**config.mk**
```make
export PLATFORM = sky130hd
export DESIGN_NAME = energy_tariff_selector
export DESIGN_NICKNAME = d
export VERILOG_FILES = /design/src/hw/energy_tariff_selector.v /design/src/hw/tod_slot.v
export VERILOG_INCLUDE_DIRS = /design/src /design/src/hw
export SDC_FILE = /design/constraint.sdc
export NUM_CORES = 2
export LEC_CHECK = 0
export BUFFER_PORTS_ARGS = -buffer_cell sky130_fd_sc_hd__buf_2
export CAP_MARGIN = 20
export CORE_MARGIN = 3
export CORE_UTILIZATION = 40
export CTS_BUF_LIST = sky130_fd_sc_hd__clkbuf_4 sky130_fd_sc_hd__clkbuf_8
export CTS_CLUSTER_SIZE = 28
export DETAILED_ROUTE_END_ITERATION = 8
export MAX_ROUTING_LAYER = met4
export PLACE_DENSITY_LB_ADDON = 0.15
export SKIP_CTS_REPAIR_TIMING = 1
export SLEW_MARGIN = 20
export SYNTH_ARGS = -nofsm -noshare
export SYNTH_HDL_FRONTEND = slang
export SYNTH_SLANG_ARGS = --single-unit
```
**constraint.sdc**
```tcl
create_clock -name pclk -period 5.1 [get_ports pclk]
set_input_delay 0.255 -clock pclk [delete_from_list [all_inputs] [get_ports pclk]]
set_output_delay 0.255 -clock pclk [all_outputs]
set_load 0.02 [all_outputs]
```
**src/hw/tariff_consts.vh**
```
`ifndef TARIFF_CONSTS_VH
`define TARIFF_CONSTS_VH
// ***************************************************
// register byte offsets
// ***************************************************
`define OFS_CTRL 12'h000
`define OFS_CMD 12'h004
`define OFS_INCFG 12'h008
`define OFS_STATUS 12'h00c
`define OFS_TIME 12'h010
`define OFS_TOD_BASE 12'h040
`define OFS_TOD_STEP 12'h010
`define OFS_TOD_END 12'h0c0
// ***************************************************
// field positions and codes
// ***************************************************
`define MODE_CMD 2'h0
`define MODE_INPUT 2'h1
`define MODE_TOD 2'h2
`define DAY_EVERY 3'h0
`define DAY_WEEKDAY 3'h1
`define DAY_WEEKEND 3'h2
`define DAY_SPECIFIC 3'h3
`define TARIFF_NONE 4'h0
`define TARIFF_MAX 4'h8
`define ENC2_LIMIT 4'h8
`define DATE_LEAP_DAY 9'h05d
`define NUM_TARIFF 8
`define NUM_INPUT 4
`endif

```
**src/hw/energy_tariff_selector.v**
```verilog
// Functional notes
// - input bits form binary code, input one lsb
// - encoding one, three inputs: code n is n+1
// - encoding one, two inputs: four tariffs, no idle
// - encoding two, four inputs: 0 none, n tariff n
// - encoding two: codes 1001 up are ignored
// - encoding two, two inputs: 0 none, three tariffs
// - command mode: only bus command sets tariff
// - input mode: inputs alone decide tariff
// - time mode: match day, time, date schedule
// - no weekday from date; feb 29 leap only
// - end minute inclusive through second 59
// - schedule uses utc, offset ignored
// - input one needed; input two beyond two
// - only free or alarm inputs eligible, else error
// - tariff count limited by eligible inputs
// - at most eight tariffs, one accumulates
`include "tariff_consts.vh"
module energy_tariff_selector (
  input wire pclk,
  input wire presetn,
  input wire psel,
  input wire penable,
  input wire pwrite,
  input wire [11:0] paddr,
  input wire [31:0] pwdata,
  output reg [31:0] prdata,
  output reg pready,
  output reg pslverr,
  input wire [3:0] tariff_in,
  input wire [3:0] input_busy,
  input wire [10:0] utc_min,
  input wire [2:0] utc_wday,
  input wire [8:0] utc_date,
  input wire leap_year,
  output reg [3:0] active_tariff,
  output reg [7:0] accum_enable,
  output reg assoc_error
);
  // ***************************************************
  // input synchronisers
  // ***************************************************
  // the contacts are asynchronous to pclk, so they pass two flops before
  // any decode; the two cycles of latency are far below any billing step
  reg [3:0] in_meta; // first stage, read only by in_sync
  reg [3:0] in_sync;
  always @(posedge pclk or negedge presetn) begin
    if (!presetn) begin
      in_meta <= 4'h0;
      in_sync <= 4'h0;
    end else begin
      in_meta <= tariff_in;
      in_sync <= in_meta;
    end
  end
  // ***************************************************
  // software registers
  // ***************************************************
  reg [1:0] mode; // tariff mode select
  reg [3:0] cmd_tariff; // last tariff commanded by the master
  reg cmd_pending; // new command waiting to be applied
  reg encoding; // 0 first encoding, 1 second
  reg [2:0] num_inputs; // inputs used for tariff control
  reg [3:0] num_tariffs; // configured tariff count
  reg [3:0] input_alarm_only; // input shared only with alarms
  reg cfg_reject; // last input config refused
  reg [31:0] local_time_offset_hours; // kept for software only, not applied
  reg [31:0] slot_time [0:7];
  reg [31:0] slot_date [0:7];
  wire setup_phase = psel && !penable;
  // write strobe qualified by pready, so a write lands once per transfer
  wire wr_access = psel && penable && pwrite && pready;
  // the slot window ends right after the eighth slot pair
  wire slot_hit_addr = (paddr >= `OFS_TOD_BASE) && (paddr < `OFS_TOD_END);
  // slot index counts from the window base, so slot 0 sits at the base itself
  wire [11:0] slot_ofs = paddr - `OFS_TOD_BASE;
  wire [2:0] slot_idx = slot_ofs[6:4];
  // an input is eligible when unused or only tied to alarms
  wire [3:0] eligible = ~input_busy | input_alarm_only;
  // requested input config checked before it is taken
  wire [2:0] req_inputs = pwdata[6:4];
  wire [3:0] req_tariffs = pwdata[11:8];
  wire req_enc = pwdata[0];
  reg [3:0] max_tariffs;
  // eligibility must run unbroken from input one; a gap cuts the usable inputs
  reg [2:0] elig_run; // inputs usable from input one upward
  // ***************************************************
  // capacity of the eligible inputs
  // ***************************************************
  always @* begin
    if (!eligible[0]) begin
      elig_run = 3'h0;
    end else if (!eligible[1]) begin
      elig_run = 3'h1;
    end else if (!eligible[2]) begin
      elig_run = 3'h2;
    end else if (!eligible[3]) begin
      elig_run = 3'h3;
    end else begin
      elig_run = 3'h4;
    end
    // encoding one: 2^n tariffs; encoding two: 2^n - 1, capped at eight
    case ({req_enc, (req_inputs > elig_run) ? elig_run : req_inputs})
      4'h1: max_tariffs = 4'h2;
      4'h2: max_tariffs = 4'h4;
      4'h3, 4'h4: max_tariffs = 4'h8;
      4'h9: max_tariffs = 4'h1;
      4'ha: max_tariffs = 4'h3;
      4'hb: max_tariffs = 4'h7;
      4'hc: max_tariffs = 4'h8;
      default: max_tariffs = 4'h0;
    endcase
  end
  // a refused config leaves the old one in force and only raises cfg_reject,
  // so a bad write can never leave the decoder half configured
  // config is legal only with input one free, input two for more than two
  wire cfg_ok = eligible[0] && (req_tariffs != 4'h0) && (req_tariffs <= max_tariffs) &&
    (req_inputs <= elig_run) && ((req_tariffs <= 4'h2) || eligible[1]);
  // ***************************************************
  // apb write path
  // ***************************************************
  integer i;
  // software state changes only in the access cycle, when pready is high;
  // cmd_pending is a one-cycle strobe so a command is applied once, and only in command mode
  always @(posedge pclk or negedge presetn) begin
    if (!presetn) begin
      mode <= `MODE_CMD;
      cmd_tariff <= `TARIFF_NONE;
      cmd_pending <= 1'b0;
      encoding <= 1'b0;
      num_inputs <= 3'h0;
      num_tariffs <= 4'h0;
      input_alarm_only <= 4'h0;
      cfg_reject <= 1'b0;
      local_time_offset_hours <= 32'h0;
      for (i = 0; i < 8; i = i + 1) begin
        slot_time[i] <= 32'h0;
        slot_date[i] <= 32'h0;
      end
    end else begin
      cmd_pending <= 1'b0;
      if (wr_access) begin
        case (paddr)
          `OFS_CTRL: begin
            mode <= pwdata[1:0];
            input_alarm_only <= pwdata[11:8];
            local_time_offset_hours <= {24'h0, pwdata[23:16]};
          end
          `OFS_CMD: begin
            // tariff select command; values above eight are dropped
            if (pwdata[3:0] <= `TARIFF_MAX) begin
              cmd_tariff <= pwdata[3:0];
              cmd_pending <= 1'b1;
            end
          end
          `OFS_INCFG: begin
            if (cfg_ok) begin
              encoding <= req_enc;
              num_inputs <= req_inputs;
              num_tariffs <= req_tariffs;
              cfg_reject <= 1'b0;
            end else begin
              cfg_reject <= 1'b1;
            end
          end
          default: begin
            if (slot_hit_addr && !paddr[3]) begin
              if (paddr[2]) begin
                slot_date[slot_idx] <= pwdata;
              end else begin
                slot_time[slot_idx] <= pwdata;
              end
            end
          end
        endcase
      end
    end
  end
  // ***************************************************
  // apb handshake and read path
  // ***************************************************
  reg [31:0] rd_mux;
  always @* begin
    rd_mux = 32'h0;
    case (paddr)
      `OFS_CTRL: rd_mux = {8'h0, local_time_offset_hours[7:0], 4'h0, input_alarm_only, 6'h0, mode};
      `OFS_CMD: rd_mux = {28'h0, cmd_tariff};
      `OFS_INCFG: rd_mux = {20'h0, num_tariffs, 1'b0, num_inputs, 3'h0, encoding};
      `OFS_STATUS: rd_mux = {8'h0, accum_enable, 4'h0, eligible, 2'h0, cfg_reject, assoc_error, active_tariff};
      `OFS_TIME: rd_mux = {8'h0, leap_year, utc_date, utc_wday, utc_min};
      default: begin
        if (slot_hit_addr && !paddr[3]) begin
          rd_mux = paddr[2] ? slot_date[slot_idx] : slot_time[slot_idx];
        end
      end
    endcase
  end
  wire addr_ok = (paddr[1:0] == 2'h0) && ((paddr <= `OFS_TIME) || (slot_hit_addr && !paddr[3]));
  // one wait-free access: pready rises in the access cycle
  // read data is latched in the setup cycle and held until the next read
  always @(posedge pclk or negedge presetn) begin
    if (!presetn) begin
      pready <= 1'b0;
      pslverr <= 1'b0;
      prdata <= 32'h0;
    end else begin
      pready <= setup_phase;
      pslverr <= setup_phase && !addr_ok;
      if (setup_phase && !pwrite) begin
        prdata <= rd_mux;
      end
    end
  end
  // ***************************************************
  // schedule slots
  // ***************************************************
  // each slot registers its own hit, so the tariff follows the time inputs two
  // edges late; the lowest numbered hitting slot wins should two overlap
  wire [7:0] slot_hit;
  genvar g;
  generate
    for (g = 0; g < `NUM_TARIFF; g = g + 1) begin : slots
      tod_slot u_slot (
        .pclk(pclk),
        .presetn(presetn),
        .cfg_time(slot_time[g]),
        .cfg_date(slot_date[g]),
        .now_min(utc_min), // utc straight, offset never added
        .now_wday(utc_wday),
        .now_date(utc_date),
        .leap_year(leap_year),
        .hit(slot_hit[g])
      );
    end
  endgenerate
  // ***************************************************
  // tariff decode
  // ***************************************************
  // codes beyond the configured tariff count are treated like the invalid
  // codes of encoding two: the previous tariff simply stays active
  reg [3:0] code; // masked binary code of the inputs
  reg [3:0] in_tariff;
  reg in_valid;
  reg [3:0] tod_tariff;
  integer k;
  always @* begin
    // each input is one bit, input one least significant
    case (num_inputs)
      3'h1: code = {3'h0, in_sync[0]};
      3'h2: code = {2'h0, in_sync[1:0]};
      3'h3: code = {1'b0, in_sync[2:0]};
      default: code = in_sync;
    endcase
    in_valid = 1'b1;
    if (!encoding) begin
      // first encoding, no idle code
      in_tariff = code + 4'h1;
      if (code >= num_tariffs) begin
        in_valid = 1'b0;
      end
    end else begin
      // second encoding, zero means no tariff
      in_tariff = code;
      if (code > `ENC2_LIMIT || code > num_tariffs) begin
        in_valid = 1'b0;
      end
    end
    tod_tariff = `TARIFF_NONE;
    for (k = `NUM_TARIFF - 1; k >= 0; k = k - 1) begin
      if (slot_hit[k]) begin
        tod_tariff = k[3:0] + 4'h1;
      end
    end
  end
  // ***************************************************
  // active tariff and accumulation select
  // ***************************************************
  // command mode applies a command once and then holds it; input mode freezes
  // while an association error stands, so a conflicting input cannot steer billing
  reg [3:0] next_tariff;
  always @* begin
    next_tariff = active_tariff;
    case (mode)
      `MODE_CMD: if (cmd_pending) next_tariff = cmd_tariff;
      `MODE_INPUT: if (in_valid && !assoc_error) next_tariff = in_tariff;
      `MODE_TOD: next_tariff = tod_tariff;
      default: next_tariff = active_tariff;
    endcase
  end
  always @(posedge pclk or negedge presetn) begin
    if (!presetn) begin
      active_tariff <= `TARIFF_NONE;
      accum_enable <= 8'h00;
      assoc_error <= 1'b0;
    end else begin
      active_tariff <= next_tariff;
      // one-hot level, held while the tariff stays active: only the active tariff accumulates
      accum_enable <= (next_tariff == `TARIFF_NONE) ? 8'h00 : (8'h01 << (next_tariff - 4'h1));
      // a level, not a sticky flag: it clears once the conflict is removed
      // in input mode, error holds while any used input has a conflicting association
      assoc_error <= (mode == `MODE_INPUT) && (num_inputs != 3'h0) &&
        ((~eligible & ((4'h1 << num_inputs) - 4'h1)) != 4'h0);
    end
  end
endmodule

```
**src/hw/tod_slot.v**
```verilog
`include "tariff_consts.vh"
// one schedule slot: matches day type, minute window and date window
module tod_slot (
  input wire pclk,
  input wire presetn,
  input wire [31:0] cfg_time,
  input wire [31:0] cfg_date,
  input wire [10:0] now_min,
  input wire [2:0] now_wday,
  input wire [8:0] now_date,
  input wire leap_year,
  output reg hit
);
  // cfg_time: [10:0] start min, [21:11] end min, [24:22] day type, [27:25] weekday, [31] enable
  // cfg_date: [8:0] start (month*32+day), [17:9] end
  wire [10:0] smin = cfg_time[10:0];
  wire [10:0] emin = cfg_time[21:11];
  wire [2:0] dtype = cfg_time[24:22];
  wire [2:0] wday = cfg_time[27:25];
  wire [8:0] sdate = cfg_date[8:0];
  wire [8:0] edate = cfg_date[17:9];
  reg day_ok;
  reg time_ok;
  reg date_ok;
  // ***************************************************
  // match
  // ***************************************************
  always @* begin
    // weekday comes straight from the clock, never computed from the date
    case (dtype)
      `DAY_EVERY: day_ok = 1'b1;
      `DAY_WEEKDAY: day_ok = (now_wday >= 3'h1) && (now_wday <= 3'h5);
      `DAY_WEEKEND: day_ok = (now_wday == 3'h0) || (now_wday == 3'h6);
      `DAY_SPECIFIC: day_ok = (now_wday == wday);
      default: day_ok = 1'b0;
    endcase
    // whole-minute compare makes the end minute run through second 59
    if (smin <= emin) begin
      time_ok = (now_min >= smin) && (now_min <= emin);
    end else begin
      // wrapping past midnight only for everyday slots
      time_ok = (dtype == `DAY_EVERY) && ((now_min >= smin) || (now_min <= emin));
    end
    // feb 29 (month 2, day 29) counts only in a leap year
    if (!leap_year && (now_date == `DATE_LEAP_DAY)) begin
      date_ok = 1'b0;
    end else if (sdate <= edate) begin
      date_ok = (now_date >= sdate) && (now_date <= edate);
    end else begin
      date_ok = (now_date >= sdate) || (now_date <= edate);
    end
  end
  // registered hit
  always @(posedge pclk or negedge presetn) begin
    if (!presetn) begin
      hit <= 1'b0;
    end else begin
      hit <= cfg_time[31] && day_ok && time_ok && date_ok;
    end
  end
endmodule

```
==> metrics.md <==
| Metric | Value |
|---|---|
| Max cap viols | `0` |
| Commonest cells after routing, fill and taps aside | `dfrtp_1 (603), ha_1 (493), o21ai_0 (429)` |
| Die ar. | `a little over 100000 sq um` |
| Slew Limit Fails | `0` |
| Root buf cell | `clkbuf_8` |
| Sequential area share after synthesis | `38.53%` |
| Async SR Flop Fraction | `100.0%` |
| Critical path buffer and inverter count | `0` |
| Crit path arrival time | `4740 ps` |
| Clk_lat worst skew | `770 ps` |
| Final Hold Vio Count | `0` |
| Starting DRT DRC Count | `3159` |
| Area leader, netlist | `dfrtp_1` |
| Core Footprint | `about 97000 sq um` |
| IO Pins | `approximately 130` |
| Leak Pwr | `21.07 nW` |
| Critical Path End Type | `register` |
| Startpoint Class | `register` |
| Outcome | `finished clean` |
| Slowest CP cell | `a31oi_1` |
| Ys Warns | `0` |
| Peak supply drop | `0.2015 mV` |
| Die height | `approximately 320 um` |
| Setup tns final | `0 ps` |
| Tmin final | `roughly 4100 ps` |
| Critical-path cell list | `nand2b_1, o21ai_0, nand2_1, ha_1, a21o_1, a21oi_1, a31oi_1, mux2_2, xor2_1, nand2b_1, ha_1, nor2b_1, o21ai_0, nand2b_1, a21oi_1, a41o_1, nand4b_2, mux2_1` |
| Clk sinks | `roughly 600` |
| Top delay family on crit path | `compound AO/OA/AOI/OAI gates` |
| Post-synthesis register bit count | `about 600` |
| TritonCTS clock tree | `built` |
| DRC errors left | `0` |
| GRT Overall Usage | `about a third` |
| Fillers | `9307` |
| Worst Hold Class | `input port to register` |
| Syn Inst Count | `about 4000` |
| DR vias | `approximately 33000` |
| Dpl hpwl | `about 110000 um` |
| Cell Area, Synth | `slightly below 40000 sq um` |
| Clk slew on worst S/H paths | `60 ps` |
| Final net count | `approximately 4700` |
| Top-area cell type share of the netlist area | `between 30% and 40%` |
| Clock skew | `47.85 ps` |
| Commonest non-fill, non-tap cell in the layout | `dfrtp_1` |
| Most frequent cell on the critical path | `nand2b_1` |
| Unique masters post-synth | `between 80 and 90` |
| Ys flop type | `dfrtp_1` |
| Upper clock frequency limit | `around 240 MHz` |
| Top cells by area, synth | `dfrtp_1 (39%), ha_1 (16%), mux2_2 (9.9%)` |
| H-tree lvl count | `3` |
| CTS Buf Count | `between 100 and 150` |
| Number of placement rows | `between 100 and 150` |
| DRT antenna net count | `0` |
| Number of flops mapped to enable cells by yosys | `0` |
| Drt total wl | `~160000 um` |
| Period utilisation layout | `roughly four fifths` |
| Initial antenna violation count | `4` |
| WL/cell | `roughly 29 um` |
| PwrDens | `between 200 and 300 nW/um^2` |
| Peak fanout along the critical path | `13` |
| First-pass GRT wire length | `approximately 230000 um` |
| Largest net degree at the start of global routing | `between 100 and 150` |
| Final Util | `45.40%` |
| Starting Density | `40.44%` |
| Layout cell share with drive strength beyond 1 | `19.15%` |
| Routability cong. | `about 1` |
| RSZ-0062 raised after global routing | `false` |
| Clock Path Buffers | `3` |
| Max_slew headroom | `between 20 and 30%` |
| Setup violators final | `0` |
| Worst EP required | `between 5000 and 6000 ps` |
| Vias in the first global route | `about 32000` |
| Port Buf Inserts | `around 130` |
| Critical path's largest stage delay | `approximately 440 ps` |
| Die X | `approximately 320 um` |
| Worst-margin pin slew | `~1100 ps` |
| Syn Area/Cell | `roughly 10 sq um` |
| DRT Pass-1 Iters | `6` |
| Total grt overflow | `0` |
| Area grow syn2layout | `12.28%` |
| Crit path kind | `register to register` |
| Via density | `about 6.1` |
| Syn_nets | `between 4000 and 5000` |
## registers in the layout (all words and copies together) (netlist names), 2 cells and up
signal / count
in_meta: 4
prdata: 32
slots.u_slot.hit: 8
accum_enable: 8
slot_time: 256
num_tariffs: 4
slot_date: 256
num_inputs: 3
cmd_tariff: 4
active_tariff: 4
mode: 2
in_sync: 4
local_time_offset_hours: 8
input_alarm_only: 4
## layout make-up
type                       count  area (sq um)  area share [%]
clock buffer                 173          2131           4.846
inverter                     343          1287           2.928
antenna                        5         12.51         0.02845
timing repair buffer         231          1619           3.682
multi-input combinational   2862         22040           50.11
sequential                   603         15090           34.32
clock inverter                18         200.2          0.4553
tap                         1276          1597           3.631
## worst min-delay path, cell delays in order
cell and delay, ps:
buf_2 270, nand2_1 110, o21ai_0 70
## metal layers
| layer | GRT usage (%) | up-vias | routed length [um] |
|---|---|---|---|
| met5 | - | - | 0 |
| met4 | 11.73 | 0 | 6768 |
| met3 | 5.870 | 340 | 12640 |
| met2 | 47.63 | 1473 | 70440 |
| met1 | 42.95 | 16785 | 69280 |
| li1 | - | 14835 | - |
## through the flow
step / area, sq um / setup WS [ps] / total power, W / instances / hold slack, ps
detailed placement: 41360 / 952.9 / 0.006172 / 5289 / 338.1
global route: 43970 / 630.9 / 0.01147 / 5509 / 8.358
floorplan: 39160 / 1366 / 0.005505 / 4016 / -40.59
CTS: 43700 / 1019 / 0.01114 / 5480 / -445.2
global placement: 41360 / 932.2 / 0.006168 / 5289 / 332.2
finish: 43970 / 992.9 / 0.01111 / 5511 / 0.9595
## power breakdown
part / internal, W / switching (W) / total [W]
Clock: 0.00279 / 0.00218 / 0.00498
Sequential: 0.00483 / 0.0000425 / 0.00487
Combinational: 0.000356 / 0.000906 / 0.00126
## cell usage after synthesis, drive strengths merged (38+ instances only)
cell type  count
nand4         57
nand2        372
mux2         353
dfrtp        603
nor3          65
clkbuf       147
inv          339
o21a          39
buf           61
nor2         154
ha           493
nand2b        42
nor2b         38
a21oi        192
o21ai        430
o22ai         94
nand3         60
## kinds of logic after synthesis
family	share of synthesized area [%]
buffers and inverters	5.438
flip-flops	38.53
XOR/XNOR	0.5367
multiplexers	12.74
AO/OA/AOI/OAI	16.68
adder cells (fa/ha/maj)	15.93
AND/OR/NAND/NOR	10.15
## worst paths after layout
path                                     startpoint              to  slack [ps]  cells past startpoint
worst max-delay path            input_alarm_only[2]  num_tariffs[2]         990                     18
worst min-delay path                     pwdata[24]   slot_time[88]           1                      3
worst max register to register  input_alarm_only[2]  num_tariffs[2]         990                     18
worst min register to register           in_meta[0]      in_sync[0]         350                      0
max in group asynchronous                   presetn  slot_time[191]        3790                      3
min in group asynchronous                   presetn   slot_date[41]         160                      2
No activity file was read; power rests on OpenSTA's default activity.
